**src/core/sahi_pkg.sv**
```systemverilog
// Shared constants and types of the converter host interface
package sahi_pkg;

   // ==========================================================
   // Widths
   localparam int RES_W      = 10;
   localparam int BYTE_W     = 8;
   localparam int FIFO_DEPTH = 8;
   localparam int SYNC_W     = 9;

   // ==========================================================
   // Timing
   localparam int CLK_HZ         = 100_000_000;
   localparam int SAMPLE_TIME_NS = 10_000;
   localparam int SAMPLE_CYC     = (SAMPLE_TIME_NS / 1000) * (CLK_HZ / 1_000_000);
   localparam int OSC_NORMAL_HZ  = 250_000;
   localparam int OSC_FAST_HZ    = 500_000;
   localparam int OSC_NORMAL_CYC = CLK_HZ / OSC_NORMAL_HZ;
   localparam int OSC_FAST_CYC   = CLK_HZ / OSC_FAST_HZ;
   localparam int MAX_RATE_SPS   = 25_000;
   localparam int MIN_CONV_CYC   = CLK_HZ / MAX_RATE_SPS;

   // ==========================================================
   // Positions in the synchroniser vector
   localparam int SY_WFS  = 0;
   localparam int SY_BHS  = 1;
   localparam int SY_CSL  = 2;
   localparam int SY_CE   = 3;
   localparam int SY_RDC  = 4;
   localparam int SY_XCK  = 5;
   localparam int SY_FRQ  = 6;
   localparam int SY_SCK  = 7;
   localparam int SY_CMP  = 8;

   // ==========================================================
   // Reset values and the first trial code
   localparam logic [RES_W-1:0] RESULT_RST = 10'h000;
   localparam logic [RES_W-1:0] OE_ALL_OFF = 10'h3ff;
   localparam logic [RES_W-1:0] MSB_ONLY   = 10'h200;

   typedef enum logic [1:0] {
      SAHI_IDLE    = 2'b00,
      SAHI_SAMPLE  = 2'b01,
      SAHI_CONVERT = 2'b10,
      SAHI_STORE   = 2'b11
   } sahi_state_t;

   // Parallel word: full word, high byte on D9..D2, or low bits with zeros on D7..D2
   function automatic logic [RES_W-1:0] sahi_par_word(input logic [RES_W-1:0] r,
                                                      input logic wfs,
                                                      input logic bhs);
      if (wfs)
         return r;
      else if (!bhs)
         return {r[9:2], 2'b00};
      else
         return {2'b00, 6'h00, r[1:0]};
   endfunction

   // Per-pin output enable (low = driving)
   function automatic logic [RES_W-1:0] sahi_par_oe_n(input logic wfs, input logic bhs);
      if (wfs)
         return 10'h000;
      else if (!bhs)
         return 10'h003;
      else
         return 10'h300;
   endfunction

endpackage

```
**src/core/sahi_fifo_if.sv**
```systemverilog
// Handshake carrier between the converter core and its result FIFO
`timescale 1ns/1ps
`default_nettype none
interface sahi_fifo_if #(parameter int W = 10);
   logic [W-1:0] wdata;
   logic         wvalid;
   logic         wready;
   logic [W-1:0] rdata;
   logic         rvalid;
   logic         rready;

   modport fill  (output wdata, output wvalid, input wready);
   modport drain (input rdata, input rvalid, output rready);
   modport fifo  (input wdata, input wvalid, input rready,
                  output wready, output rdata, output rvalid);
endinterface
`default_nettype wire

```
**src/core/sahi_fifo.sv**
```systemverilog
// Result FIFO with valid/ready on both sides
`timescale 1ns/1ps
`default_nettype none
module sahi_fifo #(
   parameter int W     = 10,
   parameter int DEPTH = 8
) (
   input wire logic clk,
   input wire logic rst_n,
   sahi_fifo_if.fifo f
);
   localparam int AW = (DEPTH > 1) ? $clog2(DEPTH) : 1;
   localparam logic [AW-1:0] LAST = AW'(DEPTH - 1);

   logic [W-1:0]  mem_q [DEPTH];
   logic [AW-1:0] wr_q;
   logic [AW-1:0] rd_q;
   logic [AW:0]   cnt_q;
   logic          push;
   logic          pop;

   function automatic logic [AW-1:0] nxt(input logic [AW-1:0] p);
      return (p == LAST) ? '0 : p + 1'b1;
   endfunction

   assign f.wready = (cnt_q != (AW+1)'(DEPTH));
   assign f.rvalid = (cnt_q != '0);
   assign f.rdata  = mem_q[rd_q];
   assign push     = f.wvalid && f.wready;
   assign pop      = f.rvalid && f.rready;

   // ==========================================================
   // Storage
   always_ff @(posedge clk) begin
      if (push) begin
         mem_q[wr_q] <= f.wdata;
      end
   end

   // ==========================================================
   // Pointers and fill level
   always_ff @(posedge clk) begin
      if (!rst_n) begin
         wr_q  <= '0;
         rd_q  <= '0;
         cnt_q <= '0;
      end else begin
         if (push) begin
            wr_q <= nxt(wr_q);
         end
         if (pop) begin
            rd_q <= nxt(rd_q);
         end
         if (push && !pop) begin
            cnt_q <= cnt_q + 1'b1;
         end else if (pop && !push) begin
            cnt_q <= cnt_q - 1'b1;
         end
      end
   end
endmodule
`default_nettype wire

```
**src/core/sahi_top.sv**
```systemverilog
// Control and readout logic of the 10-bit successive approximation converter
// ==========================================================
`timescale 1ns/1ps
`default_nettype none
module sahi_top
   import sahi_pkg::*;
#(
   parameter int RW    = RES_W,
   parameter int DEPTH = FIFO_DEPTH
) (
   input  wire logic          clk,
   input  wire logic          rst_n,
   input  wire logic          word_format_select,
   input  wire logic          byte_half_select,
   input  wire logic          chip_select_low,
   input  wire logic          chip_enable,
   input  wire logic          read_convert_select,
   input  wire logic          ext_conversion_clock,
   input  wire logic          freq_ctrl,
   input  wire logic          shift_clock,
   input  wire logic          comparator_above,
   output logic [RW-1:0]      dac_code,
   output logic               sample_active,
   output logic [RW-1:0]      parallel_result_bus,
   output logic [RW-1:0]      parallel_oe_n,
   output logic               serial_out,
   output logic               serial_oe_n,
   output logic               conversion_done_low,
   output logic               start_refused
);
   // ==========================================================
   // Input synchronisers
   logic [SYNC_W-1:0] sync1_q;
   logic [SYNC_W-1:0] sync2_q;
   logic              xck_prev_q;
   logic              sck_prev_q;
   logic              wsel_prev_q;

   always_ff @(posedge clk) begin
      if (!rst_n) begin
         // Both stages idle deselected, so no driven glitch follows reset
         sync1_q <= 9'h004;
         sync2_q <= 9'h004;
      end else begin
         sync1_q <= {comparator_above, shift_clock, freq_ctrl, ext_conversion_clock,
                     read_convert_select, chip_enable, chip_select_low,
                     byte_half_select, word_format_select};
         sync2_q <= sync1_q;
      end
   end

   logic selected;
   logic read_sel;
   logic write_sel;
   logic xck_rise;
   logic sck_fall;

   assign selected  = !sync2_q[SY_CSL] && sync2_q[SY_CE];
   assign read_sel  = selected && sync2_q[SY_RDC];
   assign write_sel = selected && !sync2_q[SY_RDC];
   assign xck_rise  = sync2_q[SY_XCK] && !xck_prev_q;
   assign sck_fall  = !sync2_q[SY_SCK] && sck_prev_q;

   always_ff @(posedge clk) begin
      if (!rst_n) begin
         xck_prev_q  <= 1'b0;
         sck_prev_q  <= 1'b0;
         wsel_prev_q <= 1'b0;
      end else begin
         xck_prev_q  <= sync2_q[SY_XCK];
         sck_prev_q  <= sync2_q[SY_SCK];
         wsel_prev_q <= write_sel;
      end
   end

   // ==========================================================
   // Internal oscillator
   // A tied-low external clock never gives an edge, so the internal tick alone steps
   logic [8:0] osc_cnt_q;
   logic [8:0] osc_last;
   logic       osc_tick;
   logic       step;

   assign osc_last = sync2_q[SY_FRQ] ? 9'(OSC_NORMAL_CYC - 1) : 9'(OSC_FAST_CYC - 1);
   assign osc_tick = (osc_cnt_q >= osc_last);

   always_ff @(posedge clk) begin
      if (!rst_n) begin
         osc_cnt_q <= '0;
      end else if (osc_tick || sample_active) begin
         // Held while sampling so the first step waits a full period for the comparator
         osc_cnt_q <= '0;
      end else begin
         osc_cnt_q <= osc_cnt_q + 1'b1;
      end
   end

   assign step = osc_tick || xck_rise;

   // ==========================================================
   // Conversion sequencer
   sahi_state_t      state_q;
   logic [9:0]       samp_cnt_q;
   logic [RW-1:0]    code_q;
   logic [RW-1:0]    bit_q;
   logic             start;
   logic             busy;

   sahi_fifo_if #(.W(RW)) res_if ();

   // Back-pressure: a full result queue refuses the start
   assign start         = write_sel && !wsel_prev_q && (state_q == SAHI_IDLE)
                          && res_if.wready;
   assign busy          = (state_q != SAHI_IDLE);
   assign dac_code      = code_q;
   assign sample_active = (state_q == SAHI_SAMPLE);

   always_ff @(posedge clk) begin
      if (!rst_n) begin
         start_refused <= 1'b0;
      end else begin
         start_refused <= write_sel && !wsel_prev_q && !start;
      end
   end

   always_ff @(posedge clk) begin
      if (!rst_n) begin
         state_q    <= SAHI_IDLE;
         samp_cnt_q <= '0;
         code_q     <= RESULT_RST;
         bit_q      <= '0;
      end else begin
         case (state_q)
            SAHI_IDLE: begin
               if (start) begin
                  state_q    <= SAHI_SAMPLE;
                  samp_cnt_q <= '0;
               end
            end
            SAHI_SAMPLE: begin
               if (samp_cnt_q == 10'(SAMPLE_CYC - 1)) begin
                  state_q <= SAHI_CONVERT;
                  code_q  <= MSB_ONLY;
                  bit_q   <= MSB_ONLY;
               end else begin
                  samp_cnt_q <= samp_cnt_q + 1'b1;
               end
            end
            SAHI_CONVERT: begin
               if (step) begin
                  // Keep the trial bit when input is above, then try the next
                  code_q <= (sync2_q[SY_CMP] ? code_q : (code_q & ~bit_q)) | (bit_q >> 1);
                  bit_q  <= bit_q >> 1;
                  if (bit_q[0]) begin
                     state_q <= SAHI_STORE;
                  end
               end
            end
            SAHI_STORE: begin
               state_q <= SAHI_IDLE;
            end
            default: begin
               state_q <= SAHI_IDLE;
            end
         endcase
      end
   end

   assign res_if.wdata  = code_q;
   assign res_if.wvalid = (state_q == SAHI_STORE);

   sahi_fifo #(.W(RW), .DEPTH(DEPTH)) u_fifo (
      .clk   (clk),
      .rst_n (rst_n),
      .f     (res_if)
   );

   // ==========================================================
   // Result register and end-of-conversion flag
   // Loading waits for the parallel read to end so a read never sees a torn word
   logic [RW-1:0] result_q;
   logic          load;

   assign res_if.rready = !read_sel;
   assign load          = res_if.rvalid && res_if.rready;

   always_ff @(posedge clk) begin
      if (!rst_n) begin
         result_q <= RESULT_RST;
      end else if (load) begin
         result_q <= res_if.rdata;
      end
   end

   always_ff @(posedge clk) begin
      if (!rst_n) begin
         conversion_done_low <= 1'b1;
      end else if (load) begin
         conversion_done_low <= 1'b0;
      end else if (start) begin
         conversion_done_low <= 1'b1;
      end
   end

   // ==========================================================
   // Parallel read path
   always_ff @(posedge clk) begin
      if (!rst_n) begin
         parallel_result_bus <= RESULT_RST;
         parallel_oe_n       <= OE_ALL_OFF;
      end else if (read_sel) begin
         parallel_result_bus <= sahi_par_word(result_q, sync2_q[SY_WFS],
                                              sync2_q[SY_BHS]);
         parallel_oe_n       <= sahi_par_oe_n(sync2_q[SY_WFS], sync2_q[SY_BHS]);
      end else begin
         parallel_result_bus <= RESULT_RST;
         parallel_oe_n       <= OE_ALL_OFF;
      end
   end

   // ==========================================================
   // Serial path, its own copy, loaded with the same result except when the load meets start or busy
   logic [RW-1:0] shreg_q;

   always_ff @(posedge clk) begin
      if (!rst_n) begin
         shreg_q    <= RESULT_RST;
         serial_out <= 1'b0;
      end else if (busy || start) begin
         serial_out <= 1'b0;
      end else if (load) begin
         shreg_q    <= res_if.rdata;
         serial_out <= 1'b1;
      end else if (sck_fall && selected) begin
         serial_out <= shreg_q[RW-1];
         shreg_q    <= {shreg_q[RW-2:0], 1'b0};
      end
   end

   always_ff @(posedge clk) begin
      if (!rst_n) begin
         serial_oe_n <= 1'b1;
      end else begin
         serial_oe_n <= sync2_q[SY_CSL];
      end
   end
endmodule
`default_nettype wire

```
**config.mk**
```make
export PLATFORM = sky130hd
export DESIGN_NAME = sahi_top
export DESIGN_NICKNAME = d
export VERILOG_FILES = /design/src/core/sahi_pkg.sv /design/src/core/sahi_fifo_if.sv /design/src/core/sahi_fifo.sv /design/src/core/sahi_top.sv
export SDC_FILE = /design/constraint.sdc
export NUM_CORES = 1
export LEC_CHECK = 0
export ABC_AREA = 0
export CORE_AREA = 2 2 145 112
export DETAILED_ROUTE_END_ITERATION = 7
export DIE_AREA = 0 0 147 114
export DONT_BUFFER_PORTS = 1
export GPL_TIMING_DRIVEN = 0
export PLACE_DENSITY_LB_ADDON = 0.2
export SLEW_MARGIN = 10
export SYNTH_ARGS = -nofsm -noshare
export SYNTH_HDL_FRONTEND = slang
export SYNTH_SLANG_ARGS = --single-unit
```
**constraint.sdc**
```tcl
create_clock -name clk -period 5.85 [get_ports clk]
set_clock_uncertainty 0.1 [all_clocks]
set_input_delay 0.585 -clock clk [delete_from_list [all_inputs] [get_ports clk]]
set_output_delay 0.585 -clock clk [all_outputs]
set_load 0.01 [all_outputs]
```
=== Word level (Yosys, flattened, before mapping) ===
Memory sizes are Yosys's and may differ from the RTL's. A register that Yosys moved wholly into a read port is not among the register bits.
Index checks and enable logic that the tools add are counted.

* Add/sub/neg operators: 6
* Magnitude comparators: 1
* Eq/ne operators: 12
* Multiplexer cells: 33
* Bitwise operators: 5
* Reductions and logical operators: 41

{| class="wikitable"
|+ Operators with widths
! cell !! count
|-
| $mux 10 || 12
|-
| $pmux 10 s2 || 3
|-
| $logic_and 1x1->1 || 14
|-
| $mux 3 || 4
|-
| $reduce_bool 2->1 || 6
|-
| $add 10x1->10 const B || 1
|-
| $and 10x10->10 || 1
|-
| $eq 10x10->1 const B || 1
|-
| $not 10->10 || 1
|-
| $or 10x9->10 || 1
|-
| $add 9x1->9 const B || 1
|-
| $ge 9x9->1 || 1
|-
| $logic_not 1->1 || 9
|-
| $mux 9 || 1
|-
| $mux 2 || 4
|-
| $mux 4 || 2
|-
| $ne 2x2->1 const B || 4
|-
| $pmux 2 s4 || 1
|-
| $add 3x1->3 const B || 2
|-
| $eq 3x3->1 const B || 2
|-
| $mux 1 || 6
|-
| $reduce_and 3->1 || 2
|-
| $add 4x1->4 const B || 1
|-
| $eq 2x2->1 const B || 2
|-
| 11 further kinds || 16
|}

* Flip-flop bits (word level): 116
* Bits in writable memories: 80
* Bits of input ports: 11
* Output and inout port bits: 35
* Logic and storage cells: 120
* Memories: 1

{| class="wikitable"
|+ Memories
! name !! words !! bits a word !! read ports !! clocked after memory_dff !! wr ports !! RTL line !! source
|-
| u_fifo.mem_q || 8 || 10 || 1 || 1 || 1 || sahi_fifo.sv:15 || <nowiki>logic [W-1:0] mem_q [DEPTH];</nowiki>
|}

=== Logic depth before layout (Yosys ltp) ===
Gate-level depths: netlist of run 1.

* Depth in word-level cells: 9
* Depth in mapped cells: 12
* Mapped depth without buffers: 11

=== By module ===
From an unflattened synthesis of run 1, not the netlist that was laid out.

* Cell total of the unflattened synthesis: 598
* Area, all modules: 7791.2 sq um

{| class="wikitable"
|+ Modules (own cells, without submodules)
! module !! instances !! cells an instance !! area each (sq um) !! seq. area each (sq um)
|-
| sahi_top || 1 || 408 || 4026.4 || 1981.9
|-
| sahi_fifo || 1 || 190 || 3764.9 || 2662.6
|}

=== Worst setup path after synthesis of run 1 ===
Ideal clock, no wire load.

* Kind: reg-to-reg
* Start point: register u_fifo.cnt_q[0]
* End point: register u_fifo.cnt_q[3]
* Setup time: 0.076 ns
* Arrival time: 2.662 ns
* Data required time: 5.674 ns
* Slack: 3.013 ns
* Stages on the path, launching flop included: 13
* Path buffers: 1
* Clock period less this slack: 2.837 ns
* Cells stage by stage: dfxtp_1 or4b_1 clkbuf_1 nand2_1 inv_1 ha_1 inv_1 ha_1 a21o_1 a21oi_1 xnor2_1 or3_1 a21boi_0

* Cells in the longest elaborated chain, start to end: 5
* Elaborated cells on any way between the ends: 13
* Classes of those cells: 2 x add/sub; 1 x eq/ne; 2 x mux; 8 x reduce/logical

{| class="wikitable"
|+ Ends and longest elaborated chain
! what !! RTL line !! source
|-
| start, declared || sahi_fifo.sv:18 || <nowiki>logic [AW:0] cnt_q;</nowiki>
|-
| start signal, assigned || sahi_fifo.sv:55 || <nowiki>cnt_q <= cnt_q + 1'b1;</nowiki>
|-
| start signal, assigned || sahi_fifo.sv:57 || <nowiki>cnt_q <= cnt_q - 1'b1;</nowiki>
|-
| $ne 4x4->1 * || sahi_fifo.sv:26 || <nowiki>assign f.wready = (cnt_q != (AW+1)'(DEPTH));</nowiki>
|-
| $logic_and 1x1->1 * || sahi_fifo.sv:29 || <nowiki>assign push = f.wvalid && f.wready;</nowiki>
|-
| via u_fifo.push || sahi_fifo.sv:19 || <nowiki>logic push;</nowiki>
|-
| $logic_not 1->1 || sahi_fifo.sv:56 || <nowiki>end else if (pop && !push) begin</nowiki>
|-
| $logic_and 1x1->1 || sahi_fifo.sv:56 ||
|-
| $reduce_bool 2->1 (no line) || - ||
|}

Mark *: on every way through the listed nets, which the timed path passes. The rest lies on a longest branch. The select of a mux whose other input is x is not followed.
A chain may end at the register's enable or synchronous reset.

=== Worst setup path in the final report of run 1 ===
Ends and elaborated chain as after synthesis.

==> results.cfg, run 1 <==
[cts]
clkSinkCount = 192
root_buffer = clkbuf_16
htreeDepth = 4
postCtsHoldBufs = 0
cts_made_buffers = 17
cts_resized = 0
clockBufferDepth = 2
path_clk_slew_ps = 70
clk_latency_ps = 430
cts_tree = built
cts_setup_buffers = 0

[power_and_ir_drop]
p_leak_nw = 2.89
ir_worst_vdd_mv = 0.220
p_per_area_nw_per_um2 = 392
finalPower_mw = 3.33

[setup_path]
crit_start = u_fifo.cnt_q[0]
cp-start-kind = register
endpoint_kind = register
required_ps = 6110
path_max_fanout = 9
cp.arrival_ps = 3490
r2r-start = u_fifo.cnt_q[0]
reg2reg_to = u_fifo.cnt_q[3]
r2r_slack_ps = 2620
crit_path_end = u_fifo.cnt_q[3]
rr_worst_depth = 12
critPathKind = reg2reg

[hold_path]
hold_class = in2reg

[cells_and_area]
syn_to_final_growth_pct = 12.9
fin_util = 0.548
stdcell_count = 836
final_cell_mix = dfxtp_1, edfxtp_1, nand2_1
nFillCells = 1304
multi_input_area_um2 = 2690
regArea_um2 = 4640
postLayoutCellArea_um2 = 8500
final_common_cell = dfxtp_1
drive_gt1_frac = 0.147
layout.nets = 641

[timing]
final_max_slew_viol_count = 0
grt_setup_unrepaired = no
worst_pin_slew_ps = 1070
setup_ws_ps = 2620
slew_headroom = 0.287
fin_crit_ps = 3230
clock.fmax_mhz = 310
fin_crit_sh = 0.552
worst_hold_slack_ps = 158
fin_tns_setup_ps = 0
hold_violations = 0
setup_viol = 0

[placement]
pre_cts_slack_ps = 2620
hpwl_um = 10100
placed_cell_area_um2 = 7870
gp_congestion = 0.849
portBuffers = 0
dpl.cell_count = 803

[floorplan]
io_pins = 46
die-area_um2 = 16800
start_util = 0.485
fp.dieW_um = 147
core_area_um2 = 15500
die_y_um = 114
rows = 40

[routing]
wl_per_cell_um = 17.6
ant_nets = 0
drtIter0Drc = 292
viasPerCell = 5.38
vias = 4500
routed_wl_um = 14700
drc = 0
drt-pass1-iter-count = 4

[global_routing]
grt_max_degree = 19
antenna_found_initial = 0
first_global_vias = 4401
overflow = 0
groute.usage.overall = 0.184
grt_pass1_wl_um = 23400

[synth]
synthFlopType = dfxtp_1
ys_seq_area_frac = 0.617
synth_area_um2 = 7530
synthDistinctLibCells = 58
synth_edf_count = 80
ys_warn_count = 0
synth.avg_cell_area_um2 = 12.8
syn_nets = 616
synthCells = 587
synth-seq-cells = 192
synthArstFlopShare = 0

[run]
cap_viol_max_count = 0

[outcome]
status = finished clean
[synth_stat cells (2+ instances only)]
| master | count | area [um2] |
|---|---|---|
| nand3b_1 | 2 | 15.0 |
| a21o_1 | 3 | 22.5 |
| and3_1 | 9 | 56.3 |
| and3_2 | 4 | 30.0 |
| o2bb2ai_1 | 9 | 78.8 |
| nand2b_1 | 13 | 81.3 |
| dfxtp_1 | 112 | 2240 |
| a31oi_1 | 2 | 12.5 |
| a22o_1 | 10 | 87.6 |
| nand4_1 | 7 | 43.8 |
| and4_1 | 2 | 17.5 |
| and2_1 | 33 | 206 |
| clkbuf_1 | 17 | 63.8 |
| mux2i_1 | 13 | 130 |
| xor2_1 | 12 | 105 |
| nor4b_1 | 2 | 17.5 |
| ha_1 | 17 | 213 |
| a21boi_1 | 2 | 15.0 |
| edfxtp_1 | 80 | 2400 |
| a221o_1 | 6 | 60.1 |
| o211a_1 | 3 | 30.0 |
| o21ai_0 | 16 | 80.1 |
| nand3_1 | 10 | 50.1 |
| nor2b_1 | 6 | 37.5 |
| buf_2 | 6 | 30.0 |
| nor4_1 | 3 | 18.8 |
| a21boi_0 | 8 | 60.1 |
| or3_1 | 2 | 12.5 |
| nand2_1 | 45 | 169 |
| o21ai_1 | 2 | 10.0 |
| xnor2_1 | 5 | 43.8 |
| nor2_1 | 36 | 135 |
| buf_4 | 7 | 52.6 |
| a21oi_1 | 22 | 110 |
| nor3_1 | 6 | 30.0 |
| buf_6 | 2 | 22.5 |
| mux4_2 | 20 | 450 |
| inv_1 | 13 | 48.8 |
[worst max-delay path: stages, from the launching register on]
cell and delay (ps):
dfxtp_1 370, or4b_1 560, clkbuf_1 180, nand2_1 320, inv_1 160, ha_1 240
inv_1 120, ha_1 240, a21o_1 180, a21oi_1 170, xnor2_1 90, or3_1 300
a21boi_0 150
[kinds of logic after synthesis]
family / Yosys count / share of synthesized area
buffers and inverters: 46 / 0.0294
AND/OR/NAND/NOR: 190 / 0.135
multiplexers: 34 / 0.0786
flip-flops: 192 / 0.617
AO/OA/AOI/OAI: 90 / 0.0886
XOR/XNOR: 17 / 0.0198
adder cells (fa/ha/maj): 18 / 0.0309
[power by group]
group,switching (mW),total (mW),internal [mW]
sequential,0.0695,1.56,1.49
clock,0.523,1.20,0.679
combinational,0.342,0.568,0.225
total,0.935,3.33,2.39
[how the worst min path moves through the flow]
stage                          from    endpoint  slack (ps)  cells after the start
global placement         sync1_q[2]  sync2_q[2]         290                      1
CTS                 chip_select_low  sync1_q[2]         140                      1
detailed placement       sync1_q[2]  sync2_q[2]         310                      1
finish              chip_select_low  sync1_q[2]         160                      1
floorplan                sync1_q[2]  sync2_q[2]         290                      1
global route        chip_select_low  sync1_q[2]         140                      1
[cell type report]
| class | count | area share |
|---|---|---|
| flip-flops and latches | 192 | 0.547 |
| multi-input cells | 349 | 0.316 |
| clock buffers | 20 | 0.0589 |
| well taps | 210 | 0.0309 |
| plain buffers | 33 | 0.0203 |
| clock inverters | 12 | 0.0150 |
| repair buffers | 6 | 0.00618 |
| inverters | 13 | 0.00574 |
| diodes | 1 | 0.000294 |
[routing by layer]
| metal | wire length (um) | GRT usage | vias up |
|---|---|---|---|
| li1 | - | - | 2185 |
| met5 | 0 | 0 | - |
| met4 | 264 | 0.0692 | 0 |
| met2 | 7040 | 0.303 | 92 |
| met1 | 6750 | 0.240 | 2206 |
| met3 | 630 | 0.0460 | 17 |
[flip-flops by register name (all words and copies together), names as in the netlist, 4 cells and up, named ones only]
name and count:
bit_q 10, osc_cnt_q 9, dac_code 10, u_fifo.cnt_q 4, samp_cnt_q 10, parallel_result_bus 10
u_fifo.mem_q 80, sync1_q 9, shreg_q 10, sync2_q 9, result_q 10
No activity file was read; power rests on OpenSTA's default activity.
==> run 2, diff against run 1 <==
==> constraint.sdc (replaced) <==
create_clock -name clk -period 2.65 [get_ports clk]
set_clock_uncertainty 0.1 [all_clocks]
set_input_delay 0.265 -clock clk [delete_from_list [all_inputs] [get_ports clk]]
set_output_delay 0.265 -clock clk [all_outputs]
set_load 0.01 [all_outputs]
==> run 2 against run 1 <==
Final area increased by 1.5%. Sequential power increased by 120%. Register-to-register slack worse by 2600 ps. Sequential share of layout area fell by 0.74 points. Die area stayed put. Routed wire length down 1.2%. Largest cell class unchanged. Largest power group unchanged.
==> results.cfg, run 2 (synthesis gave the netlist of run 1 again) <==
[floorplan]
die_y_um = 114
start_util = 0.485
rows = 40
core_area_um2 = 15500
fp.dieW_um = 147
io_pins = 46
die-area_um2 = 16800

[setup_path]
crit_top_cell = inv_2
path_max_fanout = 5
path_cells = or4b_4 -> nand2_8 -> inv_2 -> ha_4 -> inv_2 -> ha_1 -> a21o_1 -> a21oi_2 -> xnor2_2 -> or3_1 -> a21boi_1
critPathKind = reg2reg
cp-start-kind = register
crit_slowest_cell = or4b_4
endpoint_kind = register
r2r_slack_ps = 30
reg2reg_to = u_fifo.cnt_q[3]
rr_worst_depth = 11
cpPeakStageDelay_ps = 590
cp.arrival_ps = 2880
required_ps = 2900
r2r-start = u_fifo.cnt_q[0]

[power_and_ir_drop]
finalPower_mw = 7.32
p_sw_mw = 2.01
p_leak_nw = 2.93
clkPwrFrac = 0.343
power_frac_seq = 0.473
internal_power_mw = 5.31
pwr-share-comb = 0.184
ir_worst_vdd_mv = 0.483
power_switching_share = 0.274
p_per_area_nw_per_um2 = 848

[global_routing]
overflow = 0
grt_pass1_wl_um = 23400
met3_usage = 0.0464
groute.usage.overall = 0.183
grt_max_degree = 17
gr-max-usage-layer = met2
first_global_vias = 4421
met2_usage = 0.297
antenna_found_initial = 1
grt_util_met1 = 0.243

[hold_path]
hold_class = in2reg
holdPathEnd = parallel_oe_n[7]
min_from = rst_n
whs_path_depth = 2

[cells_and_area]
final_cell_mix = dfxtp_1, edfxtp_1, nand2_1
syn_to_final_growth_pct = 14.6
fin_util = 0.556
n_antenna_cell = 0
largest_reg_flops = 80
regMostFlops = u_fifo.mem_q
final_common_cell = dfxtp_1
layout.nets = 650
drive_gt1_frac = 0.167

[cts]
clkSinkCount = 192
root_buffer = clkbuf_16
htreeDepth = 4
cts_tree = built
path_clk_slew_ps = 70
clockBufferDepth = 2
cts_made_buffers = 17
clk_latency_ps = 430

[timing]
worst_pin_slew_ps = 1060
fin_crit_ps = 2620
clock.fmax_mhz = 381
grt_setup_unrepaired = yes
slew_headroom = 0.293
setup_viol = 0
final_max_slew_viol_count = 0
hold_violations = 0
fin_crit_sh = 0.990

[placement]
hpwl_um = 9740
gp_congestion = 0.792
portBuffers = 0

[outcome]
status = finished clean

[routing]
drc = 0
wl_per_cell_um = 17.2
drt-pass1-iter-count = 5
ant_nets = 0
vias = 4534
routed_wl_um = 14500
viasPerCell = 5.37
drtIter0Drc = 319

[run]
cap_viol_max_count = 0
run 2: changes by cell type in the layout (fill, tap and decap cells not counted), sizes merged:
| cell | change |
|---|---|
| clkbuf | +4 |
| clkinv | +4 |
| diode | -1 |
| dlygate4sd3 | +9 |
| inv | -8 |
run 2: timing repair:
item / 4_1_cts / 5_1_grt
hold endpoints to repair: 9 / 0
pin swaps: 2 / 3
setup buffers: 2 / 0
endpoints found under the setup margin: 2 / 20
hold buffers: 9 / 0
gates resized for setup: 9 / 9
run 2: power by group through the flow:
stage          registers, mW  clock network [mW]  logic [mW]
2_1_floorplan           3.46                   0        1.00
6_report                3.46                2.51        1.35
5_1_grt                 3.49                2.67        1.52
3_3_place_gp            3.49                   0        1.23
3_5_place_dp            3.50                   0        1.28
4_1_cts                 3.45                2.57        1.31
run 2: stage by stage:
| step | instances | worst slack, ps | setup TNS (ps) | hold slack, ps | area (um2) |
|---|---|---|---|---|---|
| final | 844 | 25.8 | 0 | 220 | 8630 |
| after CTS | 844 | 1.70 | 0 | 207 | 8590 |
| after floorplan | 587 | 6.87 | 0 | 266 | 7550 |
| after detailed placement | 802 | -227 | -227 | 274 | 7880 |
| after global placement | 797 | -389 | -6350 | 268 | 7810 |
| after global routing | 844 | -50.6 | -50.6 | 270 | 8630 |
run 2: critical path, delay by kind of cell (launching register included):
family                     cells  cell delay (ps)
DFF                            1              370
xor gates and xnor gates       1               80
AOI/OAI and AO/OA              3              480
buffers and inverters          2              130
adders and majority gates      2              390
and+or+nand+nor                3              990
run 2: how the worst max path moves through the flow:
stage                                from                 end  slack, ps  cells past startpoint
after CTS                 u_fifo.cnt_q[3]     u_fifo.cnt_q[3]          2                     11
after global placement    u_fifo.cnt_q[0]  u_fifo.mem_q[0][9]       -390                      4
after floorplan           u_fifo.cnt_q[0]     u_fifo.cnt_q[3]          7                     12
final                     u_fifo.cnt_q[0]     u_fifo.cnt_q[3]         30                     11
after global routing      u_fifo.cnt_q[0]     u_fifo.cnt_q[3]        -50                     11
after detailed placement  u_fifo.cnt_q[0]     u_fifo.cnt_q[3]       -230                     12
run 2: final cells by class:
type | count | area (um2)
fill | 1281 | 6890
tap | 210 | 263
clock buffer | 24 | 514
inverter | 13 | 48.8
timing repair buffer | 16 | 143
multi-input combinational | 349 | 2760
buffer | 32 | 173
sequential | 192 | 4650
clock inverter | 8 | 76.3
run 2: metal layers:
| layer | up-vias | wire (um) |
|---|---|---|
| met5 | - | 0 |
| met4 | 0 | 95 |
| met3 | 9 | 596 |
| met2 | 78 | 7110 |
| met1 | 2252 | 6710 |
| li1 | 2195 | - |
